===== config.mk =====
export PLATFORM = sky130hd
export DESIGN_NAME = byte_logic_ops_unit
export DESIGN_NICKNAME = d
export VERILOG_FILES = /design/src/common/logic_ops_pkg.sv /design/src/core/logic_ops_alu.sv /design/src/core/byte_logic_ops_unit.sv
export VERILOG_INCLUDE_DIRS = /design/src /design/src/common
export SDC_FILE = /design/constraint.sdc
export NUM_CORES = 1
export LEC_CHECK = 0
export ABC_CLOCK_PERIOD_IN_PS = 4600
export BUFFER_PORTS_ARGS = -buffer_cell sky130_fd_sc_hd__buf_2
export CAP_MARGIN = 25
export CORE_AREA = 2 2 81 83
export DETAILED_ROUTE_END_ITERATION = 16
export DIE_AREA = 0 0 83 85
export HOLD_SLACK_MARGIN = 0.02
export PLACE_DENSITY = 0.85
export SLEW_MARGIN = 25
export SYNTH_ARGS = -nofsm -noshare
export SYNTH_HDL_FRONTEND = slang
export SYNTH_SLANG_ARGS = --single-unit
export TNS_END_PERCENT = 10

===== constraint.sdc =====
create_clock -name clk -period 4.6 [get_ports clk]
set_input_delay 0.92 -clock clk [delete_from_list [all_inputs] [get_ports clk]]
set_output_delay 0.92 -clock clk [all_outputs]
set_load 0.05 [all_outputs]

===== src/common/logic_ops_defines.svh =====
`ifndef LOGIC_OPS_DEFINES_SVH
`define LOGIC_OPS_DEFINES_SVH

// ----------------------------------------------------------------------
// Constants
// ----------------------------------------------------------------------
`define BANK_SEL_LO 3
`define BANK_SEL_HI 4
`define CARRY_BIT 7
`define ACC_RESET 8'h00
`define LEN_ONE 2'h1
`define LEN_TWO 2'h2
`define LEN_THREE 2'h3
`define CYC_ONE 2'h1
`define CYC_TWO 2'h2
`endif


===== src/common/logic_ops_pkg.sv =====
package logic_ops_pkg;
  typedef enum logic [3:0] {
    logic_and_op = 4'h0,
    logic_or_op = 4'h1,
    logic_xor_op = 4'h2,
    clear_acc_op = 4'h3,
    invert_acc_op = 4'h4,
    rotate_left_op = 4'h5,
    rotate_right_op = 4'h6,
    rotate_left_carry_op = 4'h7
  } op_t;
  typedef enum logic [2:0] {
    src_bank = 3'h0,
    src_direct = 3'h1,
    src_indirect = 3'h2,
    src_immediate = 3'h3,
    src_acc_to_direct = 3'h4,
    src_imm_to_direct = 3'h5,
    src_none = 3'h6
  } form_t;
  typedef struct packed {
    op_t op;
    form_t form;
    logic [2:0] reg_idx;
    logic [7:0] direct_addr;
    logic [7:0] imm;
  } instr_t;
  typedef struct packed {
    logic req;
    logic we;
    logic [7:0] addr;
    logic [7:0] wdata;
  } mem_req_t;
endpackage : logic_ops_pkg


===== src/core/logic_ops_alu.sv =====
`timescale 1ns/1ps
`include "logic_ops_defines.svh"
module logic_ops_alu (
  input logic_ops_pkg::op_t op,
  input wire logic [7:0] a,
  input wire logic [7:0] b,
  input wire logic carry_in,
  output logic [7:0] result,
  output logic carry_out
);
  import logic_ops_pkg::*;
  // Pure combinational result; carry moves only for the nine-bit rotate.
  always_comb begin
    result = a;
    carry_out = carry_in;
    unique case (op)
      logic_and_op: result = a & b;
      logic_or_op: result = a | b;
      logic_xor_op: result = a ^ b;
      clear_acc_op: result = `ACC_RESET;
      invert_acc_op: result = ~a;
      rotate_left_op: result = {a[6:0], a[7]};
      rotate_right_op: result = {a[0], a[7:1]};
      rotate_left_carry_op: begin
        result = {a[6:0], carry_in};
        carry_out = a[7];
      end
    endcase
  end
endmodule : logic_ops_alu


===== src/core/byte_logic_ops_unit.sv =====
`timescale 1ns/1ps
`include "logic_ops_defines.svh"
module byte_logic_ops_unit (
  input wire logic clk,
  input wire logic nrst,
  input wire logic ce,
  input wire logic start,
  input logic_ops_pkg::instr_t instr,
  input wire logic [7:0] psw_in,
  input wire logic [7:0] mem_rdata,
  output logic_ops_pkg::mem_req_t mem,
  output logic busy,
  output logic done,
  output logic [1:0] instr_len,
  output logic [1:0] cycles_used,
  output logic [7:0] acc,
  output logic carry
);
  import logic_ops_pkg::*;

  // ----------------------------------------------------------------------
  // State
  // ----------------------------------------------------------------------
  typedef enum logic [1:0] {
    st_idle = 2'b00,
    st_second = 2'b01
  } state_t;

  state_t state;
  instr_t held;
  logic [7:0] bank_addr;
  logic [7:0] operand;
  logic [7:0] alu_a;
  logic [7:0] alu_y;
  logic alu_c;
  logic to_direct;
  logic two_cycle;
  instr_t cur;

  // Register address in the active bank; reused for pointers.
  function automatic logic [7:0] bank_reg_addr(input logic [7:0] processor_status_word,
                                               input logic [2:0] idx);
    bank_reg_addr = {3'b000, processor_status_word[`BANK_SEL_HI:`BANK_SEL_LO], idx};
  endfunction : bank_reg_addr

  // The memory returns data in the same cycle it is addressed, so the
  // operand for every form is available within the issuing cycle.
  assign cur = (state == st_second) ? held : instr;
  assign to_direct = (cur.form == src_acc_to_direct) ||
                     (cur.form == src_imm_to_direct);
  assign two_cycle = (instr.form == src_imm_to_direct);
  assign bank_addr = bank_reg_addr(psw_in, cur.reg_idx);

  // Operand choice; the indirect path reads the pointer register and
  // uses its contents as operand, all in the single issuing cycle.
  always_comb begin
    operand = mem_rdata;
    unique case (cur.form)
      src_immediate: operand = cur.imm;
      src_acc_to_direct: operand = acc;
      src_imm_to_direct: operand = cur.imm;
      default: operand = mem_rdata;
    endcase
  end

  assign alu_a = to_direct ? mem_rdata : acc;

  logic_ops_alu u_alu (
    .op(cur.op),
    .a(alu_a),
    .b(operand),
    .carry_in(carry),
    .result(alu_y),
    .carry_out(alu_c)
  );

  // Memory request: bank register, pointer, or direct address.
  always_comb begin
    mem = '0;
    if (start && state == st_idle) begin
      mem.req = (cur.form != src_immediate) && (cur.form != src_none);
      unique case (cur.form)
        src_bank: mem.addr = bank_addr;
        src_indirect: mem.addr = bank_reg_addr(psw_in,
                                 {2'b00, cur.reg_idx[0]});
        src_direct, src_acc_to_direct: mem.addr = cur.direct_addr;
        src_imm_to_direct: mem.addr = cur.direct_addr;
        default: mem.addr = 8'h00;
      endcase
      mem.we = (cur.form == src_acc_to_direct);
      mem.wdata = alu_y;
    end else if (state == st_second) begin
      mem.req = 1'b1;
      mem.we = 1'b1;
      mem.addr = held.direct_addr;
      mem.wdata = alu_y;
    end
  end

  assign busy = (state == st_second);

  // Sequencer: one-cycle forms finish at once, immediate-to-direct forms
  // take a read cycle and a write cycle. Indirect forms use the contents
  // of the pointer register as operand, with no second RAM access.
  always_ff @(posedge clk) begin
    if (!nrst) begin
      state <= st_idle;
      held <= '0;
    end else if (ce) begin
      if (state == st_idle && start && two_cycle) begin
        state <= st_second;
        held <= instr;
      end else begin
        state <= st_idle;
      end
    end
  end

  // Accumulator and carry update.
  always_ff @(posedge clk) begin
    if (!nrst) begin
      acc <= `ACC_RESET;
      carry <= 1'b0;
    end else if (ce && start && state == st_idle && !to_direct) begin
      acc <= alu_y;
      carry <= alu_c;
    end
  end

  // Completion report with instruction length and cycle count.
  always_ff @(posedge clk) begin
    if (!nrst) begin
      done <= 1'b0;
      instr_len <= 2'h0;
      cycles_used <= 2'h0;
    end else if (ce) begin
      done <= (start && state == st_idle && !two_cycle) ||
              (state == st_second);
      if (state == st_second) begin
        instr_len <= `LEN_THREE;
        cycles_used <= `CYC_TWO;
      end else if (start && !two_cycle) begin
        cycles_used <= `CYC_ONE;
        unique case (instr.form)
          src_bank, src_indirect, src_none: instr_len <= `LEN_ONE;
          default: instr_len <= `LEN_TWO;
        endcase
      end
    end
  end

  // ----------------------------------------------------------------------
  // Checks
  // ----------------------------------------------------------------------
  property p_two_cycle;
    @(posedge clk) disable iff (!nrst)
      (ce && start && !busy && instr.form == src_imm_to_direct) |=>
      busy && !done ##1 (!ce || (done && cycles_used == `CYC_TWO));
  endproperty
  a_two_cycle: assert property (p_two_cycle)
    else $error("two-cycle form timing wrong");

  property p_one_cycle;
    @(posedge clk) disable iff (!nrst)
      (ce && start && !busy && instr.form != src_imm_to_direct) |=>
      done && cycles_used == `CYC_ONE;
  endproperty
  a_one_cycle: assert property (p_one_cycle)
    else $error("one-cycle form timing wrong");

  property p_clear;
    @(posedge clk) disable iff (!nrst)
      (ce && start && !busy && instr.op == clear_acc_op) |=>
      acc == `ACC_RESET;
  endproperty
  a_clear: assert property (p_clear)
    else $error("clear did not zero accumulator");

  property p_invert;
    @(posedge clk) disable iff (!nrst)
      (ce && start && !busy && instr.op == invert_acc_op) |=>
      acc == ~$past(acc);
  endproperty
  a_invert: assert property (p_invert)
    else $error("invert wrong");

  property p_rotl;
    @(posedge clk) disable iff (!nrst)
      (ce && start && !busy && instr.op == rotate_left_op) |=>
      acc == {$past(acc[6:0]), $past(acc[7])} && carry == $past(carry);
  endproperty
  a_rotl: assert property (p_rotl)
    else $error("rotate left wrong");

  property p_rlc;
    @(posedge clk) disable iff (!nrst)
      (ce && start && !busy && instr.op == rotate_left_carry_op) |=>
      carry == $past(acc[7]) && acc[0] == $past(carry);
  endproperty
  a_rlc: assert property (p_rlc)
    else $error("rotate through carry wrong");

  property p_bank;
    @(posedge clk) disable iff (!nrst)
      (start && !busy && instr.form == src_bank) |->
      mem.addr[4:3] == psw_in[4:3] && mem.addr[2:0] == instr.reg_idx;
  endproperty
  a_bank: assert property (p_bank)
    else $error("bank register address wrong");

  property p_ptr;
    @(posedge clk) disable iff (!nrst)
      (start && !busy && instr.form == src_indirect) |->
      mem.addr[2:1] == 2'b00 && mem.req;
  endproperty
  a_ptr: assert property (p_ptr)
    else $error("pointer register not zero or one");

  property p_writeback;
    @(posedge clk) disable iff (!nrst)
      (start && !busy && instr.form == src_acc_to_direct) |->
      mem.we && mem.addr == instr.direct_addr;
  endproperty
  a_writeback: assert property (p_writeback)
    else $error("direct write-back missing");
endmodule : byte_logic_ops_unit


==> tab_implementation.tex, run 1 <==
\begin{tabular}{lr}
\hline
Metric & Value \\
\hline
\multicolumn{2}{l}{\textbf{Place}} \\
\quad Number of placed cells counting well taps & 542 \\
\quad Placer Congestion & 0.928 \\
\quad Buffers added on ports & roughly 70 \\
\quad Detail Placement HPWL & between 6000 and 7000 um \\
\multicolumn{2}{l}{\textbf{Synthesis}} \\
\quad Share of synthesized area occupied by flip-flops and latches & 0.235 \\
\quad Yosys warns & 0 \\
\quad Number of flops mapped to enable cells by yosys & 0 \\
\quad Count of distinct cell types in the synthesized netlist & 59 \\
\quad Post-Syn Nets & $\sim$480 \\
\quad Gate Count Post-Synth & 414 \\
\quad Ranking of synthesized cells by area & sky130\_fd\_sc\_hd\_\_dfxtp\_1 24\%, sky130\_fd\_sc\_hd\_\_nand2\_1 6.9\%, sky130\_fd\_sc\_hd\_\_ha\_1 6.2\% \\
\quad Flip-flop cell with the highest count after synthesis & sky130\_fd\_sc\_hd\_\_dfxtp\_1 \\
\quad Mean area per synthesized cell & 7.81 um\^{}2 \\
\quad Async set-or-reset flop fraction in the synthesized netlist & 0 \\
\quad Post-synthesis cell type with the largest combined area & sky130\_fd\_sc\_hd\_\_dfxtp\_1 \\
\quad Count of state elements after synthesis & 38 \\
\quad Portion of synthesized cell area occupied by the leading cell type & 0.235 \\
\quad Combined area of all synthesized cells & 3230 um\^{}2 \\
\quad Most instantiated library cell after synthesis & sky130\_fd\_sc\_hd\_\_nand2\_1 \\
\quad Top post-synthesis cells by count & 59 x sky130\_fd\_sc\_hd\_\_nand2\_1, 38 x sky130\_fd\_sc\_hd\_\_dfxtp\_1, 32 x sky130\_fd\_sc\_hd\_\_a21oi\_1, 31 x sky130\_fd\_sc\_hd\_\_o21ai\_0, 27 x sky130\_fd\_sc\_hd\_\_nand3\_1 \\
\multicolumn{2}{l}{\textbf{Route}} \\
\quad Per-cell routed wire length & about 17 um \\
\quad Starting DRT DRC Count & 334 \\
\quad Total Routed Length & between 9000 and 10000 um \\
\quad Remaining antenna violation count after routing & 0 \\
\quad Residual DRC count & 0 \\
\quad Total number of vias & roughly 3400 \\
\quad Number of iterations in the first detailed-routing pass & 5 \\
\quad Detail-routed via count per cell & 6.22 \\
\multicolumn{2}{l}{\textbf{Setup path}} \\
\quad Arrival time worst endpoint & around 3400 ps \\
\quad CP Buf/Inv Count & 3 \\
\quad Critical path type & input port to primary output \\
\quad Worst EP required & between 3000 and 4000 ps \\
\quad Launching element type of the critical path & input port \\
\quad Crit end category & primary output \\
\quad Delay of the slowest cell on the worst path & 360 ps \\
\quad Largest fanout of any net on the critical path & 10 \\
\quad CP Cell Sequence & buf\_2 > and2b\_1 > o21ai\_1 > o21ai\_2 > buf\_4 > mux2\_2 > ha\_1 > o21ai\_0 > a21oi\_1 > nor3\_1 > a21oi\_1 > buf\_2 \\
\quad CP max-delay cell & sky130\_fd\_sc\_hd\_\_mux2\_2 \\
\quad Cell family contributing the most delay on the critical path & compound AO/OA/AOI/OAI gates \\
\multicolumn{2}{l}{\textbf{Die}} \\
\quad Die Y-Extent & between 80 and 90 um \\
\quad Width of the chip & 83 um \\
\quad Number of top-level design ports & a little under 80 \\
\quad Starting density of the core & 0.521 \\
\quad Total die area & approximately 7000 um\^{}2 \\
\quad Placeable core region & about 6200 um\^{}2 \\
\quad Standard-cell rows & 29 \\
\multicolumn{2}{l}{\textbf{Cells and area}} \\
\quad Area taken by multi-input logic gates & 2270 um\^{}2 \\
\quad Number of nets in the final layout & 534 \\
\quad Storage element area & 762 um\^{}2 \\
\quad Layout cell share with drive strength beyond 1 & 0.252 \\
\quad Antenna diodes & 0 \\
\quad Post-route insts no fill & 550 \\
\quad Area added between synthesis and finish & 15.5\% \\
\quad Number of fill cells in the layout & a little under 600 \\
\multicolumn{2}{l}{\textbf{Clock network}} \\
\quad Later-pin clock latency in the skew report & approximately 300 ps \\
\quad Clock Tree Root & sky130\_fd\_sc\_hd\_\_clkbuf\_8 \\
\quad Clock sinks & 38 \\
\quad Total of hold buffers inserted after clock tree synthesis & 0 \\
\quad Postcts setup bufs & 0 \\
\quad Clock slew seen by the registers of the worst setup and hold paths & $\sim$80 ps \\
\quad TritonCTS clock tree & yes \\
\quad Number of gates resized after CTS & 0 \\
\quad Largest buffer count on any clock path & 2 \\
\quad Total clock buffers created by CTS & 5 \\
\quad Number of H-tree levels & 2 \\
\multicolumn{2}{l}{\textbf{Power and ir drop}} \\
\quad Power per cell area & $\sim$250 nW/um\^{}2 \\
\quad Maximum ir drop on the vdd rail & 0.159 mV \\
\quad Leakage power total & 0.00163 uW \\
\multicolumn{2}{l}{\textbf{Timing}} \\
\quad Sum of negative setup slack & 0 ps \\
\quad Final-report max-slew violation count & 0 \\
\quad Setup repair after global routing missed its margin & no \\
\quad Final critical-path required period & between 4000 and 5000 ps \\
\quad Fmax & around 230 MHz \\
\quad Count of endpoints failing hold in the final timing report & 0 \\
\quad Tightest slew margin relative to the limit & 0.444 \\
\quad Setup violation total in the final timing report & 0 \\
\quad Final critical-path share of the clock period & 0.937 \\
\quad Actual transition at the worst max-transition pin & 832 ps \\
\quad Clk\_skew & 2.95 ps \\
\multicolumn{2}{l}{\textbf{Global routing}} \\
\quad Residual overflow from global routing & 0 \\
\quad Maximum number of pins on one net before global-route repair & 48 \\
\quad Total global-route track usage & 0.267 \\
\quad Initial antenna violation count & 0 \\
\quad Global-route wire length before repair & 15600 um \\
\quad Vias in the first global route & 3280 \\
\multicolumn{2}{l}{\textbf{Run status}} \\
\quad Outcome & complete, no violations \\
\multicolumn{2}{l}{\textbf{Worst hold path}} \\
\quad Kind of path behind the tightest hold check & flip-flop to flip-flop \\
\multicolumn{2}{l}{\textbf{Flow run}} \\
\quad Total of max-cap violations & 0 \\
\hline
\end{tabular}
worst min-delay path, stage by stage (launching register included):
cell and delay (ps):
sky130_fd_sc_hd__dfxtp_1 320, sky130_fd_sc_hd__nand2_1 50, sky130_fd_sc_hd__a21boi_0 60
sequential cells by signal, summed over array words and instances (netlist names):
register	cells
held	23
acc	8
cycles_used	2
instr_len	2
carry	1
done	1
state	1
metrics by stage:
step | instance area, um^2 | hold slack (ps) | util | total power [uW] | setup slack (ps)
CTS | 3730 | 474 | 0.601 | 941 | 236
detailed placement | 3590 | 463 | 0.579 | 590 | 254
global placement | 3590 | 449 | 0.579 | 584 | 309
floorplan | 3230 | 440 | - | 523 | 180
finish | 3730 | 471 | 0.602 | 939 | 291
global route | 3730 | 501 | 0.602 | 978 | 150
path summary, 6_finish.rpt:
path                            slack, ps  startpoint  cells after the start  endpoint
worst min-delay path                  470     held[1]                      2   held[1]
worst max-delay path                  290   instr[20]                     12    mem[0]
worst min register to register        470     held[1]                      2   held[1]
worst max register to register       1710    state[0]                      8    acc[4]
power by group:
group          switching [uW]  internal (uW)  total, uW
Sequential               6.87            336        343
Clock                     136            218        353
Combinational             156           86.2        242
layout by cell type (no fill, tap or decap), types with 3 or more instances in the layout:
master / netlist / routed
sky130_fd_sc_hd__buf_4: 2 / 6
sky130_fd_sc_hd__nor2_1: 10 / 10
sky130_fd_sc_hd__clkbuf_8: 0 / 5
sky130_fd_sc_hd__o221a_2: 7 / 7
sky130_fd_sc_hd__nor3_1: 7 / 7
sky130_fd_sc_hd__a32o_1: 3 / 3
sky130_fd_sc_hd__mux2i_1: 10 / 10
sky130_fd_sc_hd__dfxtp_1: 38 / 37
sky130_fd_sc_hd__o211a_1: 3 / 3
sky130_fd_sc_hd__nor2b_1: 5 / 5
sky130_fd_sc_hd__a21oi_1: 32 / 32
sky130_fd_sc_hd__nor3b_2: 3 / 3
sky130_fd_sc_hd__o21a_1: 4 / 4
sky130_fd_sc_hd__o21ai_0: 31 / 31
sky130_fd_sc_hd__and3b_1: 15 / 15
sky130_fd_sc_hd__o211ai_1: 6 / 6
sky130_fd_sc_hd__ha_1: 16 / 16
sky130_fd_sc_hd__a21boi_0: 22 / 22
sky130_fd_sc_hd__nand3_1: 27 / 27
sky130_fd_sc_hd__o21bai_1: 7 / 7
sky130_fd_sc_hd__o221ai_1: 5 / 5
sky130_fd_sc_hd__nor4_2: 6 / 6
sky130_fd_sc_hd__nand2b_1: 6 / 6
sky130_fd_sc_hd__inv_1: 15 / 15
sky130_fd_sc_hd__nand2_1: 59 / 59
sky130_fd_sc_hd__buf_2: 7 / 72
sky130_fd_sc_hd__mux2_2: 6 / 6
metal layers:
| layer | wire [um] | GRT usage | part of all wire |
|---|---|---|---|
| met4 | 229 | 0.124 | 0.025 |
| met2 | 4280 | 0.435 | 0.46 |
| met5 | 0 | 0 | 0 |
| met3 | 702 | 0.0438 | 0.075 |
| met1 | 4130 | 0.348 | 0.44 |
cells by family (layout without fill, tap and decap cells):
group,Yosys count,count (layout),synth area share
AO/OA/AOI/OAI,144,144,0.310
XOR/XNOR,3,3,0.00813
adder cells (fa/ha/maj),16,16,0.0619
buffers and inverters,42,101,0.0615
flip-flops,38,38,0.235
multiplexers,16,16,0.0519
AND/OR/NAND/NOR,155,155,0.271
layout make-up:
class,count,share of cell area
Inverter,15,0.0151
Tap cell,77,0.0258
Multi-Input combinational cell,334,0.609
Clock buffer,5,0.0184
Clock inverter,3,0.0184
Timing Repair Buffer,78,0.109
Sequential cell,38,0.204
(Power assumes the default switching activity.)
==> inputs of run 2 (changes only) <==
--- a/config.mk
+++ b/config.mk
@@ -9,9 +9,9 @@
 export ABC_CLOCK_PERIOD_IN_PS = 4600
 export BUFFER_PORTS_ARGS = -buffer_cell sky130_fd_sc_hd__buf_2
 export CAP_MARGIN = 25
-export CORE_AREA = 2 2 81 83
+export CORE_AREA = 3 3 82 84
 export DETAILED_ROUTE_END_ITERATION = 16
-export DIE_AREA = 0 0 83 85
+export DIE_AREA = 0 0 85 87
 export HOLD_SLACK_MARGIN = 0.02
 export PLACE_DENSITY = 0.85
 export SLEW_MARGIN = 25
==> tab_implementation.tex, run 2 (synthesis results as in run 1) <==
\begin{tabular}{lr}
\hline
Metric & Value \\
\hline
\multicolumn{2}{l}{\textbf{Clock network}} \\
\quad Largest buffer count on any clock path & 2 (unchanged) \\
\quad Later-pin clock latency in the skew report & 300 ps (about the same) \\
\quad Number of H-tree levels & 2 (unchanged) \\
\quad Postcts setup bufs & 0 (unchanged) \\
\quad Clock sinks & 38 (unchanged) \\
\quad Clock slew seen by the registers of the worst setup and hold paths & 70 ps (about the same) \\
\quad Total clock buffers created by CTS & 5 (unchanged) \\
\quad Total of hold buffers inserted after clock tree synthesis & 0 (unchanged) \\
\quad Number of gates resized after CTS & 0 (unchanged) \\
\quad TritonCTS clock tree & yes \\
\quad Clock Tree Root & sky130\_fd\_sc\_hd\_\_clkbuf\_8 \\
\multicolumn{2}{l}{\textbf{Cells and area}} \\
\quad Area taken by multi-input logic gates & 2270 um\^{}2 (-0.11\%) \\
\quad Reg with most FFs & held \\
\quad Most frequent standard cell in the layout excluding fill and tap cells & sky130\_fd\_sc\_hd\_\_buf\_2 \\
\quad Total non-filler cell area in the finished layout & 3730 um\^{}2 (-0.13\%) \\
\quad Antenna diodes & 0 (unchanged) \\
\quad Layout cell share with drive strength beyond 1 & 0.249 (-0.00211) \\
\quad Number of flip-flops in the largest register & 23 (unchanged) \\
\quad Area added between synthesis and finish & 15.3\% \\
\quad Storage element area & 762 um\^{}2 (unchanged) \\
\quad Top library cells by usage in the layout, fill and taps aside & 72 x sky130\_fd\_sc\_hd\_\_buf\_2, 59 x sky130\_fd\_sc\_hd\_\_nand2\_1, 37 x sky130\_fd\_sc\_hd\_\_dfxtp\_1 \\
\quad Number of fill cells in the layout & 500 (-15\%) \\
\quad Top Registers & held (23), acc (8) \\
\quad Number of nets in the final layout & 534 (unchanged) \\
\multicolumn{2}{l}{\textbf{Setup path}} \\
\quad End point of the critical path & mem[6] \\
\quad Arrival time worst endpoint & 3490 ps (+100 ps) \\
\quad CP Buf/Inv Count & 2 (-1) \\
\quad End of the worst register-to-register path & acc[4] \\
\quad Delay of the slowest cell on the worst path & 400 ps (+40 ps) \\
\quad Critical register-to-register path startpoint & state[0] \\
\quad Flop2flop setup slack & 1710 ps (about the same) \\
\quad CP max-delay cell & sky130\_fd\_sc\_hd\_\_or2\_1 \\
\quad Largest fanout of any net on the critical path & 12 (+2) \\
\quad Worst reg-to-reg path cell count & 9 (+1) \\
\quad CP Cell Sequence & buf\_2 > and2b\_1 > o21ai\_1 > o21ai\_2 > or2\_1 > o221a\_2 > ha\_1 > o21ai\_0 > a21oi\_1 > nor4\_2 > a21oi\_1 > buf\_2 \\
\quad Crit end category & primary output \\
\quad Number of logic stages on the critical path including buffering & 12 (unchanged) \\
\quad Critical path type & input port to primary output \\
\quad Worst EP required & 3680 ps (about the same) \\
\quad Launching element type of the critical path & input port \\
\quad Cell family contributing the most delay on the critical path & compound AO/OA/AOI/OAI gates \\
\quad Worst setup path start & instr[20] \\
\multicolumn{2}{l}{\textbf{Global routing}} \\
\quad Residual overflow from global routing & 0 (unchanged) \\
\quad Global-route wire length before repair & 15100 um (-2.7\%) \\
\quad Total global-route track usage & 0.248 (-0.0188) \\
\quad Maximum number of pins on one net before global-route repair & 48 (unchanged) \\
\quad Initial antenna violation count & 0 (unchanged) \\
\quad Vias in the first global route & 3206 (-2.3\%) \\
\multicolumn{2}{l}{\textbf{Die}} \\
\quad Width of the chip & 85 um (+2.4\%) \\
\quad Die Y-Extent & 87 um (+2.4\%) \\
\quad Number of top-level design ports & 79 (unchanged) \\
\quad Placeable core region & 5990 um\^{}2 (-3.4\%) \\
\quad Total die area & 7400 um\^{}2 (+4.8\%) \\
\quad Starting density of the core & 0.539 (+0.0186) \\
\quad Standard-cell rows & 28 (-3.4\%) \\
\multicolumn{2}{l}{\textbf{Route}} \\
\quad Detail-routed via count per cell & 6.30 (+1.4\%) \\
\quad Remaining antenna violation count after routing & 0 (unchanged) \\
\quad Number of iterations in the first detailed-routing pass & 5 (unchanged) \\
\quad Total number of vias & 3454 (+0.99\%) \\
\quad Starting DRT DRC Count & 411 (+23\%) \\
\quad Residual DRC count & 0 (unchanged) \\
\quad Per-cell routed wire length & 16.8 um (-0.88\%) \\
\quad Total Routed Length & 9220 um (-1.2\%) \\
\multicolumn{2}{l}{\textbf{Place}} \\
\quad Placer Congestion & 1.08 (+16\%) \\
\quad Buffers added on ports & 72 (unchanged) \\
\quad Total placed instance area & 3590 um\^{}2 (about the same) \\
\quad Detail Placement HPWL & 6780 um (-0.46\%) \\
\multicolumn{2}{l}{\textbf{Timing}} \\
\quad Tightest slew margin relative to the limit & 0.456 (+0.0122) \\
\quad Clk\_skew & 8.12 ps (+5.18 ps) \\
\quad Final critical-path share of the clock period & 0.958 (+0.0212) \\
\quad Actual transition at the worst max-transition pin & 816 ps (-15.9 ps) \\
\quad Setup repair after global routing missed its margin & no \\
\quad Final critical-path required period & 4410 ps (+97.3 ps) \\
\quad Setup violation total in the final timing report & 0 (unchanged) \\
\quad Count of endpoints failing hold in the final timing report & 0 (unchanged) \\
\quad Final-report max-slew violation count & 0 (unchanged) \\
\quad Fmax & 227 MHz (-2.2\%) \\
\quad Sum of negative setup slack & 0 ps (unchanged) \\
\multicolumn{2}{l}{\textbf{Flow run}} \\
\quad Total of max-cap violations & 0 (unchanged) \\
\multicolumn{2}{l}{\textbf{Worst hold path}} \\
\quad Kind of path behind the tightest hold check & flip-flop to flip-flop \\
\multicolumn{2}{l}{\textbf{Power and ir drop}} \\
\quad Share of total power in sequential cells & 0.368 (+0.003) \\
\quad Logic pwr share & 0.260 (+0.002) \\
\quad Clock power share & 0.372 (-0.004) \\
\quad Cell internal pwr & 639 uW (-0.11\%) \\
\quad Power per cell area & 250 nW/um\^{}2 (-0.71\%) \\
\quad Leakage power total & 0.00163 uW (about the same) \\
\quad Switch Pwr & 292 uW (-2.4\%) \\
\quad Maximum ir drop on the vdd rail & 0.181 mV (+14\%) \\
\quad Switching power as a share of total power & 0.313 (-0.00503) \\
\multicolumn{2}{l}{\textbf{Run status}} \\
\quad Outcome & complete, no violations \\
\hline
\end{tabular}
run 2: how the worst min path moves through the flow:
stage / depth (start not counted) / endpoint / start
floorplan: 2 / held[0] / held[0]
global placement: 2 / held[0] / held[0]
detailed placement: 2 / held[0] / held[0]
CTS: 2 / held[4] / held[4]
global route: 2 / held[6] / held[6]
finish: 2 / held[4] / held[4]
run 2: through the flow:
step                instances  hold slack (ps)   util  setup slack, ps  power [uW]
global placement          540              448  0.599              318         580
global route              548              497  0.622             82.2         968
CTS                       548              469  0.622              256         930
floorplan                 414              440      -              180         523
finish                    548              466  0.622              193         931
detailed placement        540              459  0.599              263         587
run 2: worst reg2reg max path, cell delays in order, from the launching register on:
cell and delay [ps]:
sky130_fd_sc_hd__dfxtp_2 710, sky130_fd_sc_hd__and3b_1 500, sky130_fd_sc_hd__nor2_1 140, sky130_fd_sc_hd__o22a_1 230, sky130_fd_sc_hd__mux2_2 280, sky130_fd_sc_hd__ha_1 290
sky130_fd_sc_hd__o21ai_0 90, sky130_fd_sc_hd__a21oi_1 100, sky130_fd_sc_hd__nor4_2 270, sky130_fd_sc_hd__o211ai_1 150
run 2: power by group through the flow:
| stage | logic (uW) | clock network (uW) | registers (uW) |
|---|---|---|---|
| finish | 242 | 346 | 343 |
| floorplan | 158 | 0 | 365 |
| detailed placement | 237 | 0 | 351 |
| global placement | 230 | 0 | 350 |
| global route | 260 | 364 | 344 |
| CTS | 238 | 349 | 343 |
run 2: final cells by class:
cell class / instances / area share
Clock inverter: 3 / 0.0185
Tap cell: 75 / 0.0252
Multi-Input combinational cell: 334 / 0.610
Timing Repair Buffer: 78 / 0.109
Clock buffer: 5 / 0.0185
Inverter: 15 / 0.0151
Sequential cell: 38 / 0.204
run 2: metal layers:
layer / share of wire / GRT usage / routed length, um
met3: 0.092 / 0.0520 / 848
met2: 0.47 / 0.420 / 4330
met5: 0 / 0 / 0
met1: 0.42 / 0.319 / 3850
met4: 0.021 / 0.0734 / 196
